<file path="src/inc/chain_timer_defs.svh">
`ifndef CHAIN_TIMER_DEFS_SVH
`define CHAIN_TIMER_DEFS_SVH

// register offsets
`define OFS_MODE_CTRL    4'h0
`define OFS_WAVE_CTRL    4'h1
`define OFS_FIRST_CTRL   4'h2
`define OFS_SECOND_CTRL  4'h3
`define OFS_FIRST_RELOAD 4'h4
`define OFS_SECOND_RELOAD 4'h5
`define OFS_COUNT_LOW    4'h6
`define OFS_COUNT_HIGH   4'h7
`define OFS_FLAGS        4'h8

// mode control bits
`define BIT_CHAIN_MODE   3
`define BIT_COUNTER_MODE 2
`define BIT_FILTER_EN    1
`define BIT_EDGE_SEL     0
// wave control bits
`define BIT_CHANNEL_SEL  3
`define BIT_WAVE_EN      2
`define BIT_SRC_SECOND   1
`define BIT_SRC_FIRST    0
// per timer control bits
`define BIT_RATIO_MSB    3
`define BIT_RATIO_LSB    2
`define BIT_RELOAD_STB   1
`define BIT_RUN          0
// flag bits
`define BIT_FLAG_SECOND  1
`define BIT_FLAG_FIRST   0

// prescaler terminal masks
`define MASK_DIV1        8'h00
`define MASK_DIV4        8'h03
`define MASK_DIV32       8'h1F
`define MASK_DIV256      8'hFF

`define BYTE_ZERO        8'h00
`define NIBBLE_ZERO      4'h0
`define FILTER_EDGES     2'h2

`endif

</file>
<file path="src/inc/chain_timer_pkg.sv">
package chain_timer_pkg;
    typedef logic [7:0] byte_t;
    typedef logic [3:0] nibble_t;
    typedef enum logic [1:0] {
        RATIO_DIV1,
        RATIO_DIV4,
        RATIO_DIV32,
        RATIO_DIV256
    } ratio_t;
    typedef enum logic [1:0] {
        FILT_IDLE,
        FILT_WAIT
    } filter_state_t;
endpackage

</file>
<file path="src/design/event_conditioner.sv">
`timescale 1ns/10ps
`include "chain_timer_defs.svh"
module event_conditioner
    import chain_timer_pkg::*;
(
    input  wire logic clk_in,
    input  wire logic rst_n_in,
    input  wire logic event_in,
    input  wire logic filter_clk_in,
    input  wire logic filter_en_in,
    input  wire logic edge_sel_in,
    output logic      event_tick_out
);
    logic          sync_a;
    logic          sync_b;
    logic          level;
    logic          filt_clk_d;
    logic [1:0]    edges;
    filter_state_t state;
    logic          next_level;
    logic [1:0]    next_edges;
    filter_state_t next_state;
    logic          next_tick;
    logic          fall_2k;

    assign fall_2k = filt_clk_d & ~filter_clk_in;

    always_comb begin
        next_level = level;
        next_edges = edges;
        next_state = state;
        next_tick  = 1'b0;
        if (!filter_en_in) begin
            next_level = sync_b;
            next_state = FILT_IDLE;
            next_edges = 2'h0;
        end else begin
            case (state)
                FILT_IDLE: begin
                    next_edges = 2'h0;
                    if (sync_b != level) begin
                        next_state = FILT_WAIT;
                    end
                end
                FILT_WAIT: begin
                    // a level that falls back early is noise
                    if (sync_b == level) begin
                        next_state = FILT_IDLE;
                    end else if (fall_2k) begin
                        next_edges = edges + 2'h1;
                        if (edges + 2'h1 == `FILTER_EDGES) begin
                            next_level = sync_b;
                            next_state = FILT_IDLE;
                        end
                    end
                end
                default: next_state = FILT_IDLE;
            endcase
        end
        if (next_level != level) begin
            next_tick = (next_level == edge_sel_in);
        end
    end

    always_ff @(posedge clk_in or negedge rst_n_in) begin
        if (!rst_n_in) begin
            sync_a         <= 1'b1;
            sync_b         <= 1'b1;
            level          <= 1'b1;
            filt_clk_d     <= 1'b0;
            edges          <= 2'h0;
            state          <= FILT_IDLE;
            event_tick_out <= 1'b0;
        end else begin
            sync_a         <= event_in;
            sync_b         <= sync_a;
            level          <= next_level;
            filt_clk_d     <= filter_clk_in;
            edges          <= next_edges;
            state          <= next_state;
            event_tick_out <= next_tick;
        end
    end
endmodule

</file>
<file path="src/design/chain_timer.sv">
`timescale 1ns/10ps
`include "chain_timer_defs.svh"
module chain_timer
    import chain_timer_pkg::*;
(
    input  wire logic       SYS_CLK_IN,
    input  wire logic       RST_N_IN,
    input  wire logic [3:0] ADDR_IN,
    input  wire logic [7:0] WDATA_IN,
    input  wire logic       WR_IN,
    input  wire logic       RD_IN,
    output logic      [7:0] RDATA_OUT,
    input  wire logic       LOW_OSC_IN,
    input  wire logic       HIGH_OSC_IN,
    input  wire logic       FILTER_CLK_IN,
    input  wire logic       EVENT_PIN_IN,
    output logic            WAVE_PIN_OUT,
    output logic            SERIAL_CLK_OUT,
    output logic            SECOND_FLAG_OUT
);
    nibble_t mode_ctrl;
    nibble_t wave_ctrl;
    nibble_t first_ctrl;
    nibble_t second_ctrl;
    byte_t   first_reload;
    byte_t   second_reload;
    byte_t   first_count;
    byte_t   second_count;
    byte_t   high_hold;
    logic [1:0] flags;
    logic    wave;
    logic    serial_clk;
    byte_t   first_pre;
    byte_t   second_pre;
    logic    low_d;
    logic    high_d;
    byte_t   rdata;

    nibble_t next_mode_ctrl;
    nibble_t next_wave_ctrl;
    nibble_t next_first_ctrl;
    nibble_t next_second_ctrl;
    byte_t   next_first_reload;
    byte_t   next_second_reload;
    byte_t   next_first_count;
    byte_t   next_second_count;
    byte_t   next_high_hold;
    logic [1:0] next_flags;
    logic    next_wave;
    logic    next_serial_clk;
    byte_t   next_first_pre;
    byte_t   next_second_pre;
    byte_t   next_rdata;

    logic    chain;
    logic    event_mode;
    logic    event_tick;
    logic    first_run;
    logic    second_run;
    logic    first_src_tick;
    logic    second_src_tick;
    logic    first_pre_tick;
    logic    second_pre_tick;
    logic    first_tick;
    logic    second_tick;
    logic    first_uf;
    logic    second_uf;
    logic    wave_uf;
    logic    first_stb;
    logic    second_stb;
    byte_t   first_mask;
    byte_t   second_mask;

    event_conditioner u_event (
        .clk_in         (SYS_CLK_IN),
        .rst_n_in       (RST_N_IN),
        .event_in       (EVENT_PIN_IN),
        .filter_clk_in  (FILTER_CLK_IN),
        .filter_en_in   (mode_ctrl[`BIT_FILTER_EN]),
        .edge_sel_in    (mode_ctrl[`BIT_EDGE_SEL]),
        .event_tick_out (event_tick)
    );

    function automatic byte_t ratio_mask(input ratio_t r);
        byte_t m;
        case (r)
            RATIO_DIV4:   m = `MASK_DIV4;
            RATIO_DIV32:  m = `MASK_DIV32;
            RATIO_DIV256: m = `MASK_DIV256;
            default:      m = `MASK_DIV1;
        endcase
        return m;
    endfunction

    assign chain      = mode_ctrl[`BIT_CHAIN_MODE];
    assign event_mode = mode_ctrl[`BIT_COUNTER_MODE];
    assign first_run  = first_ctrl[`BIT_RUN];
    assign second_run = chain ? first_run : second_ctrl[`BIT_RUN];

    assign first_src_tick  = wave_ctrl[`BIT_SRC_FIRST]
                           ? (HIGH_OSC_IN & ~high_d) : (LOW_OSC_IN & ~low_d);
    assign second_src_tick = wave_ctrl[`BIT_SRC_SECOND]
                           ? (HIGH_OSC_IN & ~high_d) : (LOW_OSC_IN & ~low_d);
    assign first_mask  = ratio_mask(ratio_t'(first_ctrl[3:2]));
    assign second_mask = ratio_mask(ratio_t'(second_ctrl[3:2]));
    assign first_pre_tick  = first_src_tick
                           & ((first_pre & first_mask) == first_mask);
    assign second_pre_tick = second_src_tick
                           & ((second_pre & second_mask) == second_mask);

    assign first_tick = first_run & (event_mode ? event_tick : first_pre_tick);
    assign second_tick = chain ? (first_tick && first_count == `BYTE_ZERO)
                               : (second_run & second_pre_tick);
    assign first_uf  = ~chain & first_tick & (first_count == `BYTE_ZERO);
    assign second_uf = second_tick & (second_count == `BYTE_ZERO);
    assign wave_uf   = chain ? second_uf
                     : (wave_ctrl[`BIT_CHANNEL_SEL] ? second_uf : first_uf);

    assign first_stb  = WR_IN && ADDR_IN == `OFS_FIRST_CTRL
                        && WDATA_IN[`BIT_RELOAD_STB];
    assign second_stb = WR_IN && ADDR_IN == `OFS_SECOND_CTRL
                        && WDATA_IN[`BIT_RELOAD_STB];

    always_comb begin
        next_mode_ctrl     = mode_ctrl;
        next_wave_ctrl     = wave_ctrl;
        next_first_ctrl    = first_ctrl;
        next_second_ctrl   = second_ctrl;
        next_first_reload  = first_reload;
        next_second_reload = second_reload;
        next_high_hold     = high_hold;
        next_rdata         = `BYTE_ZERO;
        next_flags         = flags;
        if (WR_IN) begin
            case (ADDR_IN)
                `OFS_MODE_CTRL:     next_mode_ctrl = WDATA_IN[3:0];
                `OFS_WAVE_CTRL:     next_wave_ctrl = WDATA_IN[3:0];
                `OFS_FIRST_CTRL:    next_first_ctrl = {WDATA_IN[3:2],
                                                       1'b0, WDATA_IN[0]};
                `OFS_SECOND_CTRL:   next_second_ctrl = {WDATA_IN[3:2],
                                                        1'b0, WDATA_IN[0]};
                `OFS_FIRST_RELOAD:  next_first_reload = WDATA_IN;
                `OFS_SECOND_RELOAD: next_second_reload = WDATA_IN;
                `OFS_FLAGS:         next_flags = flags & ~WDATA_IN[1:0];
                default:            next_flags = flags;
            endcase
        end
        // set beats a clear in the same cycle
        if (first_uf) begin
            next_flags[`BIT_FLAG_FIRST] = 1'b1;
        end
        if (second_uf) begin
            next_flags[`BIT_FLAG_SECOND] = 1'b1;
        end
        if (RD_IN) begin
            case (ADDR_IN)
                `OFS_MODE_CTRL:     next_rdata = {4'h0, mode_ctrl};
                `OFS_WAVE_CTRL:     next_rdata = {4'h0, wave_ctrl};
                `OFS_FIRST_CTRL:    next_rdata = {4'h0, first_ctrl};
                `OFS_SECOND_CTRL:   next_rdata = {4'h0, second_ctrl};
                `OFS_FIRST_RELOAD:  next_rdata = first_reload;
                `OFS_SECOND_RELOAD: next_rdata = second_reload;
                `OFS_COUNT_LOW: begin
                    next_rdata = first_count;
                    next_high_hold = second_count;
                end
                `OFS_COUNT_HIGH:    next_rdata = high_hold;
                `OFS_FLAGS:         next_rdata = {6'h00, flags};
                default:            next_rdata = `BYTE_ZERO;
            endcase
        end
    end

    always_comb begin
        next_first_pre  = first_pre;
        next_second_pre = second_pre;
        if (first_run && first_src_tick) begin
            next_first_pre = first_pre + 8'h01;
        end
        if (second_run && second_src_tick && !chain) begin
            next_second_pre = second_pre + 8'h01;
        end
        next_first_count  = first_count;
        next_second_count = second_count;
        if (first_tick) begin
            next_first_count = first_count - 8'h01;
            if (first_count == `BYTE_ZERO
                && (!chain || second_count == `BYTE_ZERO)) begin
                next_first_count = first_reload;
            end
        end
        if (second_tick) begin
            next_second_count = (second_count == `BYTE_ZERO)
                              ? second_reload : second_count - 8'h01;
        end
        if (first_stb) begin
            next_first_count = first_reload;
        end
        if (second_stb) begin
            next_second_count = second_reload;
        end
        next_wave       = wave_uf ? ~wave : wave;
        next_serial_clk = second_uf ? ~serial_clk : serial_clk;
    end

    always_ff @(posedge SYS_CLK_IN or negedge RST_N_IN) begin
        if (!RST_N_IN) begin
            mode_ctrl     <= `NIBBLE_ZERO;
            wave_ctrl     <= `NIBBLE_ZERO;
            first_ctrl    <= `NIBBLE_ZERO;
            second_ctrl   <= `NIBBLE_ZERO;
            first_reload  <= `BYTE_ZERO;
            second_reload <= `BYTE_ZERO;
            high_hold     <= `BYTE_ZERO;
            rdata         <= `BYTE_ZERO;
            flags         <= 2'h0;
        end else begin
            mode_ctrl     <= next_mode_ctrl;
            wave_ctrl     <= next_wave_ctrl;
            first_ctrl    <= next_first_ctrl;
            second_ctrl   <= next_second_ctrl;
            first_reload  <= next_first_reload;
            second_reload <= next_second_reload;
            high_hold     <= next_high_hold;
            rdata         <= next_rdata;
            flags         <= next_flags;
        end
    end

    always_ff @(posedge SYS_CLK_IN or negedge RST_N_IN) begin
        if (!RST_N_IN) begin
            first_pre    <= `BYTE_ZERO;
            second_pre   <= `BYTE_ZERO;
            first_count  <= `BYTE_ZERO;
            second_count <= `BYTE_ZERO;
            wave         <= 1'b0;
            serial_clk   <= 1'b0;
            low_d        <= 1'b0;
            high_d       <= 1'b0;
        end else begin
            first_pre    <= next_first_pre;
            second_pre   <= next_second_pre;
            first_count  <= next_first_count;
            second_count <= next_second_count;
            wave         <= next_wave;
            serial_clk   <= next_serial_clk;
            low_d        <= LOW_OSC_IN;
            high_d       <= HIGH_OSC_IN;
        end
    end

    assign RDATA_OUT       = rdata;
    // ungated enable may clip a pulse
    assign WAVE_PIN_OUT    = wave_ctrl[`BIT_WAVE_EN] ? wave : 1'b1;
    assign SERIAL_CLK_OUT  = serial_clk;
    assign SECOND_FLAG_OUT = flags[`BIT_FLAG_SECOND];
endmodule

</file>
<file path="config.mk">
export PLATFORM = sky130hd
export DESIGN_NAME = chain_timer
export DESIGN_NICKNAME = d
export VERILOG_FILES = /design/src/inc/chain_timer_pkg.sv /design/src/design/event_conditioner.sv /design/src/design/chain_timer.sv
export VERILOG_INCLUDE_DIRS = /design/src /design/src/inc
export SDC_FILE = /design/constraint.sdc
export NUM_CORES = 1
export LEC_CHECK = 0
export ABC_AREA = 1
export BUFFER_PORTS_ARGS = -buffer_cell sky130_fd_sc_hd__buf_2
export CAP_MARGIN = 20
export CORE_ASPECT_RATIO = 2
export CORE_UTILIZATION = 54
export DETAILED_ROUTE_END_ITERATION = 7
export PLACE_DENSITY = 0.75
export SYNTH_ARGS = -nofsm -noshare
export SYNTH_HDL_FRONTEND = slang
export SYNTH_SLANG_ARGS = --single-unit
</file>
<file path="constraint.sdc">
create_clock -name SYS_CLK_IN -period 1.5 [get_ports SYS_CLK_IN]
set_input_delay 0.15 -clock SYS_CLK_IN [delete_from_list [all_inputs] [get_ports SYS_CLK_IN]]
set_output_delay 0.15 -clock SYS_CLK_IN [all_outputs]
set_load 0.05 [all_outputs]
</file>
==> run summary <==
routability cong. = 0.9692
CP Data Arrival Time = 1.85 ns
Post-Synthesis Cell Area = 4531 µm²
initial antenna violation count = 0
Inst Count DP = 693
row count = 46
Design Area, Final = 5956 µm²
clk_skew = 0.007383 ns
hold depth = 3
Setup CP Type = reg2reg
post-synthesis sequential area ratio = 50.90%
Top Family by Delay on Critical Path = flip-flops
vias per cell = 5.830
Root Buffer = clkbuf_16
Max Root-Sink Buffers = 2
Critical Path Start Type = register
die height = 131.5 µm
Worst IR Drop VDD = 0.001115 V
Rel. slew slack = 76.61%
post-layout min period = 1.627 ns
layout cells sized above 1 = 32.92%
Final Cycle Share = 108.4%
Max H-tree Level = 3
critical path's slowest cell = dfrtp_1
r2r worst-path depth = 10
DP Wirelength = 8.975 mm
Detailed Route WL = 13.76 mm
Non-Filler Instances = 734
Comb pwr share = 39.8%
Clock power frac = 21.6%
hold crit path type = in2reg
Pint = 6.047 mW
maxcap violations = 0
worst setup path endpoint = first_count[4]
CP bufs+invs = 2
status = complete, but fails checks
Initial Utilization = 56.63%
Sw Ratio = 37.97%
Gate Count Post-Synth = 512
I/O Buffers = 30
RSZ-0062 raised after global routing = true
vias = 4279
crit-path max cell delay = 0.42 ns
GRT Residual Overflow = 0
max-slew violations = 0
clock sink total = 92
Cell Area, Placed = 5235 µm²
first-pass GRT wire length = 20.47 mm
Critical R2R Launch = first_count[1]
Seq cells post-synth = 92
Hold Fails Final Rpt = 0
nets@finish = 660
reg-to-reg slack, setup = -0.13 ns
post-synth top area share = 49.16%
largest net degree at the start of global routing = 55
pwr/cell area = 1637 nW/µm²
total I/O pin count = 31
Max Clk Rate = 614.8 MHz
TritonCTS clock tree = yes
CP max FO = 6
DP Worst Slack = -0.1330 ns
Yosys warning total = 0
Clock Latency Late Sink = 0.35 ns
most frequent cells in the layout = 103 x nand2_1, 89 x dfrtp_1, 71 x buf_4
CTS buffer count = 9
Iteration-0 DRC Markers = 410
Synth cell types = 45
actual slew at the worst max-slew pin = 0.3509 ns
area leader, netlist = dfrtp_1
routed length per instance = 18.74 µm
Leakage = 3.009 nW
sequential power share = 38.6%
most common cell after layout, fill and taps aside = nand2_1
Crit path depth = 10
NetSw = 3.702 mW
Crit Reg-Reg Endpoint = first_count[4]
failing checks = negative setup slack
ANT nets after route = 0
final critical-path setup slack = -0.1267 ns
vias in the first global route = 4383
DRC Markers = 0
clk slew on worst S/H paths = 0.06 ns
core area = 8000 µm²
Req. time, crit path = 1.73 ns
TritonRoute pass-1 iters = 5
total die area = 8783 µm²
ant diodes = 0
Crit. Startpoint = first_count[1]
CP endpoint kind = register
syn nets = 539
worst path cell trace = inv_2, ha_4, nand3_4, nor2_4, o21a_4, nor2_8, clkinv_4, nand2_1, o211ai_1, o21ai_1
syn_area_per_cell = 8.849 µm²
final setup fails = 18
Area contributors post-synth = dfrtp_1 49%, nand2_1 10%, o21ai_0 5.4%
Layout area overhead = 31.46%
Die Wd = 66.77 µm
total track usage = 31.45%
## what timing repair did
action | 4_1_cts | 5_1_grt
endpoints found under the setup margin | 22 | 23
pin swaps | 11 | 25
cloned | 1 | 3
setup buffers | 9 | 7
endpoints found under the hold margin | 20 | 0
resized for setup | 31 | 52
hold buffers | 5 | 0
## flip-flops by register name (all words and copies together), names as in the netlist, 2 cells and up
name           cells
RDATA_OUT          8
first_count        8
first_pre          8
first_reload       8
high_hold          8
second_count       8
second_pre         8
second_reload      8
mode_ctrl          4
wave_ctrl          4
first_ctrl         3
second_ctrl        3
flags              2
u_event.edges      2
## power groups by stage
stage | sequential (mW) | combinational, mW | clock, mW
floorplan | 3.67 | 1.69 | 0
global placement | 3.65 | 2.95 | 0
detailed placement | 3.69 | 3.11 | 0
CTS | 3.69 | 3.48 | 2.11
global route | 3.81 | 4.19 | 2.22
finish | 3.76 | 3.88 | 2.10
## cells in the mapped netlist (all sizes together)
library cell  instances
nand4                 6
a211oi                1
inv                  68
buf                   5
o21ai                70
or2                   2
and3                  1
and2                  1
o22ai                 6
dfstp                 3
a31oi                 1
nor2                 33
o211ai               10
a31o                  1
xor2                 18
nor3b                 1
clkbuf                1
nor3                  4
nand3                27
nand3b                1
dfrtp                89
nor4                  1
clkinv                1
mux2                  1
nand2               128
o21a                  1
ha                    7
a21oi                10
xnor2                 5
a221oi                9
## kinds of logic after synthesis
family / synth area share (%)
XOR/XNOR: 4.446
AO/OA/AOI/OAI: 14.14
adder cells (fa/ha/maj): 1.933
buffers and inverters: 7.042
AND/OR/NAND/NOR: 21.29
flip-flops: 50.90
multiplexers: 0.2485
## layer usage
metal  vias to the layer above  GRT usage, %  wire (µm)
met5                         -             0          0
met1                      2080         32.60       4724
met4                         0         21.51        889
li1                       1929             -          -
met3                        79         5.295        712
met2                       191         54.66       7430
## how the worst min path moves through the flow
stage,startpoint,to,slack (ns)
after CTS,WDATA_IN[3],first_ctrl[3],0.05
after detailed placement,RST_N_IN,first_pre[7],0.05
after floorplan,RST_N_IN,RDATA_OUT[0],-0.15
final,WDATA_IN[0],first_ctrl[0],0.06
after global placement,RST_N_IN,first_pre[7],0.03
after global routing,WDATA_IN[0],first_ctrl[0],0.06
## worst min-delay path: cells and delay by family
kind	cells	cell delay, ns
compound gates	1	0.06
buf+inv	1	0.09
simple gates	1	0.06
## final cells by class
type	instances	area [µm²]
Tap cell	96	120.1
Clock inverter	5	37.54
Timing Repair Buffer	113	849.6
Timing Repair inverter	1	6.256
Multi-Input combinational cell	347	2133
Clock buffer	11	232.7
Inverter	69	270.3
Fill cell	566	2044
Sequential cell	92	2306
## metrics by stage
step	utilization (%)	power, mW	hold slack [ns]	setup TNS, ns
detailed placement	65.44	6.797	0.04557	-1.201
floorplan	-	5.359	-0.1456	0
global route	74.44	10.22	0.05925	-3.001
CTS	71.61	9.271	0.04710	-0.5254
finish	74.44	9.749	0.05649	-1.338
global placement	65.44	6.604	0.03336	-0.3425
Power figures use the tool's default switching activity.
